$ cat src/gpio_irq_defines.vh
// Register offsets, reset values and sizes of the pin interrupt block
`ifndef GPIO_IRQ_DEFINES_VH
`define GPIO_IRQ_DEFINES_VH

// ==========================================================================
// Geometry
`define PORT_COUNT 2
`define PORT_WIDTH 32
`define PERIPH_FUNCS 4
`define IRQ_GROUP 8
`define IRQS_PER_PORT 4
`define ADDR_WIDTH 9
`define PORT_SEL_BIT 8
`define PORT_STRIDE 9'h100

// ==========================================================================
// Register base offsets inside one port (word index = offset[7:4])
`define OFS_PIN_CONTROL_ENABLE 8'h00
`define OFS_PERIPH_SELECT_LOW 8'h10
`define OFS_PERIPH_SELECT_HIGH 8'h20
`define OFS_OUTPUT_DRIVER_ENABLE 8'h40
`define OFS_OUTPUT_VALUE 8'h50
`define OFS_PIN_VALUE 8'h60
`define OFS_PULL_UP_ENABLE 8'h70
`define OFS_PIN_INTERRUPT_ENABLE 8'h90
`define OFS_IRQ_MODE_LOW 8'hA0
`define OFS_IRQ_MODE_HIGH 8'hB0
`define OFS_GLITCH_FILTER_ENABLE 8'hC0
`define OFS_PIN_INTERRUPT_FLAGS 8'hD0
`define OFS_PIN_INTERRUPT_FLAGS_CLR 8'hD8

// Sub-address within a register group, taken from offset[3:2]
`define ACC_WRITE 2'h0
`define ACC_SET 2'h1
`define ACC_CLEAR 2'h2
`define ACC_TOGGLE 2'h3

// ==========================================================================
// Interrupt modes {high bit, low bit}
`define MODE_CHANGE 2'h0
`define MODE_RISING 2'h1
`define MODE_FALLING 2'h2

// ==========================================================================
// Reset values
`define RST_ZERO 32'h00000000
`define RST_P0_PIN_CONTROL 32'h0FFFFFFF
`define RST_P0_FLAGS 32'h0FFFFFFF
`define RST_P1_PIN_CONTROL 32'h00000FFF
`define RST_P1_FLAGS 32'h00000FFF

`endif

$ cat src/gpio_glitch_filter.v
// Per-pin glitch filter with bypass, one port wide
`timescale 1ns/1ns
module gpio_glitch_filter (
	// Clock and reset
	input wire clk,
	input wire reset_n,
	// Pins and control
	input wire [31:0] pin_in,
	input wire [31:0] filter_en,
	output reg [31:0] level_q
);
	reg [31:0] prev_q;
	integer i;

	// ======================================================================
	// Filter
	always @(posedge clk or negedge reset_n) begin
		if (!reset_n) begin
			prev_q <= 32'h00000000;
			level_q <= 32'h00000000;
		end else begin
			prev_q <= pin_in;
			for (i = 0; i < 32; i = i + 1) begin
				if (!filter_en[i]) begin
					level_q[i] <= pin_in[i];
				end else if (pin_in[i] == prev_q[i]) begin
					// Level seen on two edges in a row before it is passed
					level_q[i] <= pin_in[i];
				end
			end
		end
	end
endmodule // gpio_glitch_filter

$ cat src/gpio_edge_detect.v
// Per-pin change/rising/falling detection, one port wide
`timescale 1ns/1ns
`include "gpio_irq_defines.vh"
module gpio_edge_detect (
	// Clock and reset
	input wire clk,
	input wire reset_n,
	// Filtered level and mode
	input wire [31:0] level,
	input wire [31:0] mode_low,
	input wire [31:0] mode_high,
	output reg [31:0] event_hit
);
	reg [31:0] last_q;
	integer i;

	always @(posedge clk or negedge reset_n) begin
		if (!reset_n) begin
			last_q <= 32'h00000000;
		end else begin
			last_q <= level;
		end
	end

	// ======================================================================
	// Mode decode; the reserved code raises nothing
	always @* begin
		event_hit = 32'h00000000;
		for (i = 0; i < 32; i = i + 1) begin
			case ({mode_high[i], mode_low[i]})
				`MODE_CHANGE: event_hit[i] = level[i] ^ last_q[i];
				`MODE_RISING: event_hit[i] = level[i] & ~last_q[i];
				`MODE_FALLING: event_hit[i] = ~level[i] & last_q[i];
				default: event_hit[i] = 1'b0;
			endcase
		end
	end
endmodule // gpio_edge_detect

$ cat src/gpio_pin_interrupt_filter.v
// Two-port pin controller: registers, glitch filters, edge flags, interrupt lines
//
// Overview of operation
// - Mode code 00 flags any change, 01 a rising edge, 10 a falling edge, 11 nothing.
// - A pin's input goes through the glitch filter when its filter enable is 1, else bypasses it.
// - Filter enable has write, set, clear and toggle addresses at 0xC0, 0xC4, 0xC8, 0xCC.
// - A detected condition sets the pin's interrupt flag to 1 when its interrupt enable bit is 1.
// - A flag stays 1 until cleared, so 0 means no condition was seen on an enabled pin since reset or clear.
// - Flags are read at 0xD0 and cleared by writing ones at 0xD8, with no plain write.
// - There is one interrupt line per group of eight pins, so lines scale with pins.
// - Registers reset to zero except pin control enable and flags, per port.
// - Two ports are built, each pin choosing among four peripheral functions.
// - All registers run on the single module clock.
// - A pin raises interrupts only while its interrupt enable bit is 1.
//
// The implementer's own choice: strobed register access.
`timescale 1ns/1ns
`include "gpio_irq_defines.vh"
module gpio_pin_interrupt_filter (
	// Clock and reset
	input wire clk,
	input wire reset_n,
	// Register port
	input wire [8:0] addr,
	input wire [31:0] wr_data,
	input wire wr_strobe,
	input wire rd_strobe,
	output reg [31:0] rd_data,
	// Pins, port 0
	input wire [31:0] pin_in_p0,
	output reg [31:0] pin_out_p0,
	output reg [31:0] pin_oe_p0,
	output reg [31:0] pull_up_p0,
	output reg [31:0] pin_control_p0,
	output reg [63:0] periph_select_p0,
	// Pins, port 1
	input wire [31:0] pin_in_p1,
	output reg [31:0] pin_out_p1,
	output reg [31:0] pin_oe_p1,
	output reg [31:0] pull_up_p1,
	output reg [31:0] pin_control_p1,
	output reg [63:0] periph_select_p1,
	// Interrupt lines, four per port
	output reg [7:0] irq
);
	// ======================================================================
	// Storage: one word per {port, register group}
	// Flags and pin levels live apart: they are not plain read/write words
	reg [31:0] rf_q [0:31];
	reg [31:0] flags_q [0:1];
	reg [31:0] pin_level_q [0:1];
	wire [31:0] level_p0;
	wire [31:0] level_p1;
	wire [31:0] hit_p0;
	wire [31:0] hit_p1;
	wire port_sel;
	wire [3:0] grp;
	wire [1:0] acc;
	wire [4:0] idx;
	reg [31:0] rd_d;
	integer i;

	assign port_sel = addr[`PORT_SEL_BIT];
	assign grp = addr[7:4];
	assign acc = addr[3:2];
	assign idx = {port_sel, grp};

	// ======================================================================
	// Helpers
	function [4:0] rix;
		input p;
		input [7:0] ofs;
		begin
			rix = {p, ofs[7:4]};
		end
	endfunction

	function [31:0] apply_access;
		input [31:0] old;
		input [31:0] data;
		input [1:0] kind;
		begin
			case (kind)
				`ACC_WRITE: apply_access = data;
				`ACC_SET: apply_access = old | data;
				`ACC_CLEAR: apply_access = old & ~data;
				`ACC_TOGGLE: apply_access = old ^ data;
				default: apply_access = old;
			endcase
		end
	endfunction

	function is_rw_group;
		input [3:0] g;
		begin
			case ({g, 4'h0})
				`OFS_PIN_CONTROL_ENABLE,
				`OFS_PERIPH_SELECT_LOW,
				`OFS_PERIPH_SELECT_HIGH,
				`OFS_OUTPUT_DRIVER_ENABLE,
				`OFS_OUTPUT_VALUE,
				`OFS_PULL_UP_ENABLE,
				`OFS_PIN_INTERRUPT_ENABLE,
				`OFS_IRQ_MODE_LOW,
				`OFS_IRQ_MODE_HIGH,
				`OFS_GLITCH_FILTER_ENABLE: is_rw_group = 1'b1;
				default: is_rw_group = 1'b0;
			endcase
		end
	endfunction

	// Interleave the two select bits into one 2-bit field per pin
	function [63:0] pack_select;
		input [31:0] low;
		input [31:0] high;
		integer k;
		begin
			pack_select = 64'h0000000000000000;
			for (k = 0; k < 32; k = k + 1) begin
				pack_select[2*k] = low[k];
				pack_select[2*k+1] = high[k];
			end
		end
	endfunction

	function [3:0] group_irq;
		input [31:0] flags;
		input [31:0] enable;
		reg [31:0] live;
		integer k;
		begin
			live = flags & enable;
			for (k = 0; k < `IRQS_PER_PORT; k = k + 1) begin
				group_irq[k] = |live[k*`IRQ_GROUP +: `IRQ_GROUP];
			end
		end
	endfunction

	// Write-one-to-clear mask for one port's flags
	function [31:0] clear_mask;
		input p;
		input [8:0] a;
		input we;
		input [31:0] data;
		begin
			if (we && a[`PORT_SEL_BIT] == p && a[7:0] == `OFS_PIN_INTERRUPT_FLAGS_CLR) begin
				clear_mask = data;
			end else begin
				clear_mask = 32'h00000000;
			end
		end
	endfunction

	// Set beats clear, so an edge landing on the clear cycle is not lost
	function [31:0] flag_next;
		input [31:0] old;
		input [31:0] clr;
		input [31:0] hit;
		input [31:0] en;
		begin
			flag_next = (old & ~clr) | (hit & en);
		end
	endfunction

	// ======================================================================
	// Per-port filtering and detection
	// Filter enable acts live; toggling it under an enabled pin can fake an edge
	gpio_glitch_filter u_filter_p0 (
		.clk(clk),
		.reset_n(reset_n),
		.pin_in(pin_in_p0),
		.filter_en(rf_q[rix(1'b0, `OFS_GLITCH_FILTER_ENABLE)]),
		.level_q(level_p0)
	);

	gpio_glitch_filter u_filter_p1 (
		.clk(clk),
		.reset_n(reset_n),
		.pin_in(pin_in_p1),
		.filter_en(rf_q[rix(1'b1, `OFS_GLITCH_FILTER_ENABLE)]),
		.level_q(level_p1)
	);

	gpio_edge_detect u_edge_p0 (
		.clk(clk),
		.reset_n(reset_n),
		.level(level_p0),
		.mode_low(rf_q[rix(1'b0, `OFS_IRQ_MODE_LOW)]),
		.mode_high(rf_q[rix(1'b0, `OFS_IRQ_MODE_HIGH)]),
		.event_hit(hit_p0)
	);

	gpio_edge_detect u_edge_p1 (
		.clk(clk),
		.reset_n(reset_n),
		.level(level_p1),
		.mode_low(rf_q[rix(1'b1, `OFS_IRQ_MODE_LOW)]),
		.mode_high(rf_q[rix(1'b1, `OFS_IRQ_MODE_HIGH)]),
		.event_hit(hit_p1)
	);

	// ======================================================================
	// Register file writes
	// Pin value, flags and unmapped words fall through and are ignored
	always @(posedge clk or negedge reset_n) begin
		if (!reset_n) begin
			for (i = 0; i < 32; i = i + 1) begin
				rf_q[i] <= `RST_ZERO;
			end
			rf_q[{1'b0, 4'h0}] <= `RST_P0_PIN_CONTROL;
			rf_q[{1'b1, 4'h0}] <= `RST_P1_PIN_CONTROL;
		end else if (wr_strobe && is_rw_group(grp)) begin
			// Same bits reached four ways: write, set, clear, toggle
			rf_q[idx] <= apply_access(rf_q[idx], wr_data, acc);
		end
	end

	// ======================================================================
	// Interrupt flags: a new event wins over a clear in the same cycle
	always @(posedge clk or negedge reset_n) begin
		if (!reset_n) begin
			flags_q[0] <= `RST_P0_FLAGS;
			flags_q[1] <= `RST_P1_FLAGS;
		end else begin
			flags_q[0] <= flag_next(flags_q[0], clear_mask(1'b0, addr, wr_strobe, wr_data),
				hit_p0, rf_q[rix(1'b0, `OFS_PIN_INTERRUPT_ENABLE)]);
			flags_q[1] <= flag_next(flags_q[1], clear_mask(1'b1, addr, wr_strobe, wr_data),
				hit_p1, rf_q[rix(1'b1, `OFS_PIN_INTERRUPT_ENABLE)]);
		end
	end

	// ======================================================================
	// Pin value seen by software, sampled raw each cycle
	// Unfiltered, so software may see glitches that never reach the flags
	always @(posedge clk or negedge reset_n) begin
		if (!reset_n) begin
			pin_level_q[0] <= 32'h00000000;
			pin_level_q[1] <= 32'h00000000;
		end else begin
			pin_level_q[0] <= pin_in_p0;
			pin_level_q[1] <= pin_in_p1;
		end
	end

	// ======================================================================
	// Read path; set/clear/toggle addresses and unmapped words read zero
	always @* begin
		rd_d = 32'h00000000;
		if (acc == `ACC_WRITE && is_rw_group(grp)) begin
			rd_d = rf_q[idx];
		end else if (addr[7:0] == `OFS_PIN_VALUE) begin
			rd_d = pin_level_q[port_sel];
		end else if (addr[7:0] == `OFS_PIN_INTERRUPT_FLAGS) begin
			rd_d = flags_q[port_sel];
		end
	end

	// Idle read data is zero, so a stray sample shows nothing stale
	always @(posedge clk or negedge reset_n) begin
		if (!reset_n) begin
			rd_data <= 32'h00000000;
		end else if (rd_strobe) begin
			rd_data <= rd_d;
		end else begin
			rd_data <= 32'h00000000;
		end
	end

	// ======================================================================
	// Registered pin controls and interrupt lines
	always @(posedge clk or negedge reset_n) begin
		if (!reset_n) begin
			pin_out_p0 <= 32'h00000000;
			pin_oe_p0 <= 32'h00000000;
			pull_up_p0 <= 32'h00000000;
			pin_control_p0 <= `RST_P0_PIN_CONTROL;
			periph_select_p0 <= 64'h0000000000000000;
			pin_out_p1 <= 32'h00000000;
			pin_oe_p1 <= 32'h00000000;
			pull_up_p1 <= 32'h00000000;
			pin_control_p1 <= `RST_P1_PIN_CONTROL;
			periph_select_p1 <= 64'h0000000000000000;
			irq <= 8'h00;
		end else begin
			pin_out_p0 <= rf_q[rix(1'b0, `OFS_OUTPUT_VALUE)];
			pin_oe_p0 <= rf_q[rix(1'b0, `OFS_OUTPUT_DRIVER_ENABLE)];
			pull_up_p0 <= rf_q[rix(1'b0, `OFS_PULL_UP_ENABLE)];
			pin_control_p0 <= rf_q[rix(1'b0, `OFS_PIN_CONTROL_ENABLE)];
			periph_select_p0 <= pack_select(rf_q[rix(1'b0, `OFS_PERIPH_SELECT_LOW)],
				rf_q[rix(1'b0, `OFS_PERIPH_SELECT_HIGH)]);
			pin_out_p1 <= rf_q[rix(1'b1, `OFS_OUTPUT_VALUE)];
			pin_oe_p1 <= rf_q[rix(1'b1, `OFS_OUTPUT_DRIVER_ENABLE)];
			pull_up_p1 <= rf_q[rix(1'b1, `OFS_PULL_UP_ENABLE)];
			pin_control_p1 <= rf_q[rix(1'b1, `OFS_PIN_CONTROL_ENABLE)];
			periph_select_p1 <= pack_select(rf_q[rix(1'b1, `OFS_PERIPH_SELECT_LOW)],
				rf_q[rix(1'b1, `OFS_PERIPH_SELECT_HIGH)]);
			// Stale flags of disabled pins are masked off the lines
			irq <= {group_irq(flags_q[1], rf_q[rix(1'b1, `OFS_PIN_INTERRUPT_ENABLE)]),
				group_irq(flags_q[0], rf_q[rix(1'b0, `OFS_PIN_INTERRUPT_ENABLE)])};
		end
	end
endmodule // gpio_pin_interrupt_filter

$ cat config.mk
export PLATFORM = sky130hd
export DESIGN_NAME = gpio_pin_interrupt_filter
export DESIGN_NICKNAME = d
export VERILOG_FILES = /design/src/gpio_glitch_filter.v /design/src/gpio_edge_detect.v /design/src/gpio_pin_interrupt_filter.v
export VERILOG_INCLUDE_DIRS = /design/src
export SDC_FILE = /design/constraint.sdc
export NUM_CORES = 2
export LEC_CHECK = 0
export ABC_AREA = 1
export BUFFER_PORTS_ARGS = -buffer_cell sky130_fd_sc_hd__buf_2
export CAP_MARGIN = 20
export CORE_ASPECT_RATIO = 0.6
export CORE_UTILIZATION = 38
export CTS_CLUSTER_DIAMETER = 200
export DETAILED_ROUTE_END_ITERATION = 10
export PLACE_DENSITY_LB_ADDON = 0.15
export SYNTH_ARGS = -nofsm -noshare
export SYNTH_HDL_FRONTEND = slang
export SYNTH_SLANG_ARGS = --single-unit
$ cat constraint.sdc
create_clock -name clk -period 6.05 [get_ports clk]
set_input_delay 0.3025 -clock clk [delete_from_list [all_inputs] [get_ports clk]]
set_output_delay 0.3025 -clock clk [all_outputs]
set_load 0.02 [all_outputs]
# Word level (Yosys, flattened, before mapping)
# Cells that the tools add are included.
# word_totals
regBits,1704
latch_bits,0
ramBits,0
mem_bits_ro,0
output_inout_bits,424
n_memories,0
# classes
addsub,0
n_mul,0
div_mod_pow,0
n_lt_le_gt_ge,3
n_eq_ne,271
shift,0
mux,213
bitwise,337
reduce_logical,82
# op_table
op,n
bitwise mux 1024 bit,1
2-to-1 mux 32 bit,16
bitwise AND 32 bit,7
case mux 1 bit (3 select lines),64
binary-select mux 32 bit (select 5 bit),1
demux 32 bit (select 5 bit),1
"equality test 2 bit, second input constant",66
"equality test 2 x 1 -> 1 bit, second input constant",65
zero test 2 bit,65
2-to-1 mux 1 bit,129
inverter 1 bit,129
bitwise AND 1 bit,128
"!= test 2 x 1 -> 1 bit, second input constant",64
case mux 32 bit (4 select lines),1
inverter 32 bit,3
OR 32 bit,3
equality test 1 bit,64
OR reduction 8 bit,8
XOR 1 bit,64
XOR 32 bit,1
"equality test 4 bit, second input constant",4
"equality test 8 bit, second input constant",2
"equality test 4 x 3 -> 1 bit, second input constant",3
OR reduction 10 bit,1
other kinds (10),16

# Logic depth before layout (Yosys ltp)
# logic_depth
depth_word,8
depth_mapped,21
depth_no_buf,16

# Hierarchy
# Synthesis repeated with hierarchy kept, for this count alone.
# hier_totals
cells_unflattened,9397
area_unflattened_um2,76464.6
# by_module_without_submodules
mod,instances,cells_per_inst,area_each_um2,seq_area_each_um2
gpio_pin_interrupt_filter,1,7861,65253.8,39588.0
gpio_edge_detect,2,416,2922.8,800.8
gpio_glitch_filter,2,352,2682.6,1601.5

# Least setup slack after synthesis
# No wires, ideal clock.
# synth_timing
path_kind,in2reg
from,input addr[5]
to,register rf_q[101] (netlist bit)
setup_ns,0.066
arrival_ns,2.411
setup_slack_ns,3.572
stages,15
path_buffers,4
cell_sequence,buf_2 > nor2_1 > buf_2 > clkbuf_1 > nand2_1 > nand3_1 > a21oi_1 > nand2_1 > nand2_1 > ha_1 > nand2_1 > o2111ai_1 > clkbuf_1 > nand3_1 > nand2_1
# synth_via
elab_chain_len,8
word_cells_on_any_way,28
# synth_lines
item,line,rtl
from (decl),gpio_pin_interrupt_filter.v:24,"input wire [8:0] addr,"
inverter 5 -> 6 bit (implied by the code),gpio_pin_interrupt_filter.v:214,"rf_q[idx] <= apply_access(rf_q[idx], wr_data, acc);"
binary-select mux 32 bit (select 5 bit),gpio_pin_interrupt_filter.v:214,
2-to-1 mux 32 bit (implied by the code) (2 in a row),gpio_pin_interrupt_filter.v:214,
XOR 32 bit (tied with other cells),gpio_pin_interrupt_filter.v:87,`ACC_TOGGLE: apply_access = old ^ data;
case mux 32 bit (4 select lines),gpio_pin_interrupt_filter.v:83,case (kind)
2-to-1 mux 32 bit,gpio_pin_interrupt_filter.v:212,end else if (wr_strobe && is_rw_group(grp)) begin
bitwise mux 1024 bit,gpio_pin_interrupt_filter.v:214,
"to (signal, indexed assignment)",gpio_pin_interrupt_filter.v:210,"rf_q[{1'b0, 4'h0}] <= `RST_P0_PIN_CONTROL;"
"to (signal, indexed assignment)",gpio_pin_interrupt_filter.v:211,"rf_q[{1'b1, 4'h0}] <= `RST_P1_PIN_CONTROL;"
"to (signal, indexed assignment)",gpio_pin_interrupt_filter.v:214,
to (decl),gpio_pin_interrupt_filter.v:49,reg [31:0] rf_q [0:31];
# Several ways; a longest one is shown, not always the timed one. The select of a mux whose other input is x is not followed.
# A chain may end at the register's enable or synchronous reset.

# Final worst setup path
# layout_timing
from,register rf_q[118] (netlist bit)
to,register rf_q[374] (netlist bit)
# layout_via
elab_chain_len,7
word_cells_on_any_way,9
# layout_lines
item,line,rtl
"from (signal, indexed assignment)",gpio_pin_interrupt_filter.v:208,rf_q[i] <= `RST_ZERO;
"from (signal, indexed assignment)",gpio_pin_interrupt_filter.v:210,
"from (signal, indexed assignment)",gpio_pin_interrupt_filter.v:211,
binary-select mux 32 bit (select 5 bit) (*),gpio_pin_interrupt_filter.v:214,
2-to-1 mux 32 bit (implied by the code) (*) (2 in a row),gpio_pin_interrupt_filter.v:214,
XOR 32 bit (tied with other cells),gpio_pin_interrupt_filter.v:87,
case mux 32 bit (4 select lines) (*),gpio_pin_interrupt_filter.v:83,
2-to-1 mux 32 bit (*),gpio_pin_interrupt_filter.v:212,
bitwise mux 1024 bit (*),gpio_pin_interrupt_filter.v:214,
# Every way passes the cells marked *; elsewhere a longest branch is shown, timed or not. The select of a mux whose other input is x is not followed.

==> flow_summary.json <==
{
  "outcome": "complete, no violations",
  "edff_count_synth": 0,
  "area_contributors_post_synth": "sky130_fd_sc_hd__dfrtp_1, sky130_fd_sc_hd__nand2_1, sky130_fd_sc_hd__dfstp_2, sky130_fd_sc_hd__nand3_1, sky130_fd_sc_hd__clkbuf_1",
  "maxSlewViolCount": 0,
  "clock_pin_transition_on_the_worst_setup_and_hold_timing_paths_ns": 0.07,
  "largest_fanout_of_any_net_on_the_critical_path": 11,
  "hpwlAfterDp_um": 189000,
  "final.period_utilization_pct": 53.9,
  "grt_pass1_vias": 58802,
  "start_util_pct": 38.4,
  "syn_avg_cell_area_um2": 8.35,
  "cp_data_required_time_ns": 6.75,
  "crit_chain": "inv_1 > o21ai_0 > nand2_1 > nand2_1 > a21oi_1 > nand2_1 > nand2_1 > ha_1 > nand2_1 > o2111ai_2 > buf_12 > nand3_1 > nand2_1",
  "worst_setup_path_start_kind": "flip-flop",
  "average_vias_per_placed_instance": 5.19,
  "grt.overflow.total": 0,
  "fp.dieW_um": 570,
  "cp_common_cell": "sky130_fd_sc_hd__nand2_1",
  "cts.repair.resized": 0,
  "synth_nets": 9096,
  "layout.cells.non_filler": 11636,
  "critical_path.slowest_cell": "sky130_fd_sc_hd__o21ai_0",
  "ys.warnings.count": 0,
  "fin_skew_ns": 0.0453,
  "worst_r2r_setup_slack_ns": 2.79,
  "maxSlewHeadroom_pct": 31.3,
  "worst_pin_slew_ns": 1.03,
  "portion_of_synthesized_cell_area_occupied_by_the_leading_cell_type_pct": 54.0,
  "final_nets": 9207,
  "r2r.worst_path.cells": 13,
  "async_reset_ff_share_pct": 100,
  "cap_violations": 0,
  "worst_skew_pair.late_latency_ns": 0.83,
  "firstDrtPassIters": 8,
  "layout_min_cycle_time_ns": 3.26,
  "antenna_left": 0,
  "root_buffer": "sky130_fd_sc_hd__clkbuf_16",
  "cts_setup_buffers": 0,
  "wire_per_inst_um": 24.8,
  "synth_sequential_area_ratio_pct": 58.2,
  "fmaxAchievable_ghz": 0.307,
  "cts_hold_repair.buffers": 96,
  "totalWireLength_um": 288000,
  "area_delta_synth_final_pct": 15.5,
  "io-pin-count": 533,
  "port_buffers": 532,
  "cts-root-to-sink-buffers": 4,
  "path_class": "reg -> reg",
  "placed_cells": 11212,
  "ys.flop_type": "sky130_fd_sc_hd__dfrtp_1",
  "grt_pass1_wl_um": 418000,
  "cts_tree": "built",
  "rsz0062_at_grt": "false",
  "place_congestion": 0.886,
  "critical_path_buf_inv_count": 2,
  "core_region_area_um2": 191000,
  "power_density_nw_per_um2": 349,
  "final_hold_viol_count": 0,
  "synth.lib_cells_used.distinct": 32,
  "timing.rr.start": "rf_q[118]",
  "h_tree_levels": 4,
  "hold_class": "in -> async",
  "cts_inserted_buffers": 176,
  "synth_seq_cells": 1704,
  "cts_sinks": 1704,
  "row_count": 124,
  "timing.critical_path.slowest_cell_delay_ns": 0.65,
  "cp-end-kind": "flip-flop",
  "finalSetupViolations": 0,
  "synth.cell_area_um2": 73500,
  "via_count": 60385,
  "synthesis.instances": 8795,
  "cellLeakagePower_nw": 46.3,
  "critical_path.reg2reg.endpoint": "rf_q[374]",
  "drive_above_1_share_pct": 13.0,
  "dieArea_um2": 195000,
  "crit_arrival_ns": 3.96,
  "grt_max_degree": 183,
  "grt_util_all_layers_pct": 29.3,
  "ir_worst_vdd_mv": 0.253,
  "drt_iter0_markers": 6691,
  "synth_area_leader_cell": "sky130_fd_sc_hd__dfrtp_1",
  "finalSetupTns_ns": 0,
  "die_h_um": 343,
  "cp_top_family": "compound AO/OA/AOI/OAI gates",
  "number_of_antenna_violations_at_the_first_check_in_global_routing": 27,
  "detail_route.drc_violations": 0
}
## how the worst max path moves through the flow
| stage | startpoint | endpoint | slack (ns) | depth (start not counted) |
|---|---|---|---|---|
| global route | addr[4] | rf_q[943] | 2.65 | 17 |
| finish | rf_q[118] | rf_q[374] | 2.79 | 13 |
| CTS | rf_q[118] | rf_q[374] | 2.76 | 13 |
| detailed placement | addr[4] | rf_q[207] | 1.99 | 17 |
| floorplan | addr[5] | rf_q[101] | 3.57 | 15 |
| global placement | addr[4] | rf_q[1012] | 1.95 | 16 |
## layout by cell type, fill, tap and decap left out, types with 3 or more instances in the layout
master | Yosys | layout
sky130_fd_sc_hd__clkinv_4 | 0 | 4
sky130_fd_sc_hd__nor2_1 | 344 | 321
sky130_fd_sc_hd__a211oi_1 | 20 | 20
sky130_fd_sc_hd__buf_4 | 5 | 136
sky130_fd_sc_hd__clkbuf_8 | 0 | 35
sky130_fd_sc_hd__a31oi_1 | 28 | 28
sky130_fd_sc_hd__nor3b_1 | 23 | 23
sky130_fd_sc_hd__clkinvlp_4 | 0 | 5
sky130_fd_sc_hd__clkbuf_1 | 664 | 39
sky130_fd_sc_hd__a21oi_1 | 141 | 141
sky130_fd_sc_hd__inv_2 | 5 | 3
sky130_fd_sc_hd__diode_2 | 0 | 9
sky130_fd_sc_hd__nor2_2 | 2 | 10
sky130_fd_sc_hd__dfstp_2 | 120 | 120
sky130_fd_sc_hd__bufinv_16 | 0 | 14
sky130_fd_sc_hd__a22o_1 | 3 | 3
sky130_fd_sc_hd__buf_12 | 0 | 26
sky130_fd_sc_hd__inv_1 | 429 | 427
sky130_fd_sc_hd__a221oi_1 | 9 | 9
sky130_fd_sc_hd__clkbuf_16 | 0 | 180
sky130_fd_sc_hd__o21ai_0 | 243 | 243
sky130_fd_sc_hd__nand3_1 | 571 | 571
sky130_fd_sc_hd__buf_2 | 173 | 528
sky130_fd_sc_hd__nor2_4 | 0 | 15
sky130_fd_sc_hd__clkinv_2 | 0 | 34
sky130_fd_sc_hd__dlygate4sd3_1 | 0 | 96
sky130_fd_sc_hd__o22ai_1 | 10 | 10
sky130_fd_sc_hd__nand4_1 | 6 | 6
sky130_fd_sc_hd__o21ai_1 | 25 | 25
sky130_fd_sc_hd__a32oi_1 | 12 | 12
sky130_fd_sc_hd__o2111ai_2 | 0 | 27
sky130_fd_sc_hd__inv_6 | 0 | 5
sky130_fd_sc_hd__buf_8 | 0 | 8
sky130_fd_sc_hd__nand2_2 | 1 | 13
sky130_fd_sc_hd__o2111ai_4 | 0 | 5
sky130_fd_sc_hd__dfrtp_1 | 1584 | 1584
sky130_fd_sc_hd__o211ai_1 | 87 | 87
sky130_fd_sc_hd__nand2_1 | 4038 | 4026
sky130_fd_sc_hd__ha_1 | 192 | 192
## layout make-up
cell class,instances,area [µm²]
Tap cell,2583,3230
Clock buffer,254,5130
Multi-Input combinational cell,5795,26000
Inverter,434,1650
Timing Repair Buffer,795,5280
Sequential cell,1704,42800
Clock inverter,62,739
Fill cell,18617,106000
Antenna cell,9,22.5
## Yosys cell counts, drive strengths merged (87+ instances only)
cell / instances
dfrtp: 1584
dfstp: 120
o211ai: 87
o21ai: 268
nand3: 572
buf: 198
clkbuf: 664
a21oi: 141
ha: 192
nor2: 346
nand2: 4039
inv: 434
## kinds of logic after synthesis
logic type	share of synthesized area (%)
AO/OA/AOI/OAI	4.90
XOR/XNOR	0.0119
adder cells (fa/ha/maj)	3.27
buffers and inverters	6.94
flip-flops	58.2
AND/OR/NAND/NOR	26.6
## metal layers
layer / vias up / routed length (µm) / track usage, %
met5: - / 107 / 0
met4: 18 / 10200 / 9.92
met3: 523 / 22700 / 5.07
met2: 2753 / 133000 / 46.6
met1: 29753 / 122000 / 40.6
li1: 27338 / - / -
## through the flow
step / hold WS [ns] / total power [mW] / util [%] / setup slack (ns) / area [µm²]
final: 0.0989 / 29.6 / 44.4 / 2.79 / 84900
after global routing: 0.135 / 30.8 / 44.3 / 2.65 / 84800
after CTS: 0.0681 / 29.8 / 44.3 / 2.76 / 84800
after detailed placement: 0.365 / 18.5 / 40.7 / 1.99 / 78000
after global placement: 0.365 / 18.4 / 40.7 / 1.95 / 77900
after floorplan: 0.00691 / 16.0 / - / 3.57 / 73500
## state kept, by name, summed over array words and instances (netlist names)
name and flops:
flags_q 64, irq 8, periph_select_p0 64, periph_select_p1 64, pin_control_p0 32, pin_control_p1 32
pin_oe_p0 32, pin_oe_p1 32, pin_out_p0 32, pin_out_p1 32, pull_up_p0 32, pull_up_p1 32
rd_data 32, rf_q 1024, u_edge_p0.last_q 32, u_edge_p1.last_q 32, u_filter_p0.level_q 32, u_filter_p0.prev_q 32
u_filter_p1.level_q 32, u_filter_p1.prev_q 32
## power breakdown
group	switching [mW]	internal (mW)
combinational	3.14	1.30
clock	4.80	6.51
sequential	1.19	12.7
(Power assumes the default switching activity.)
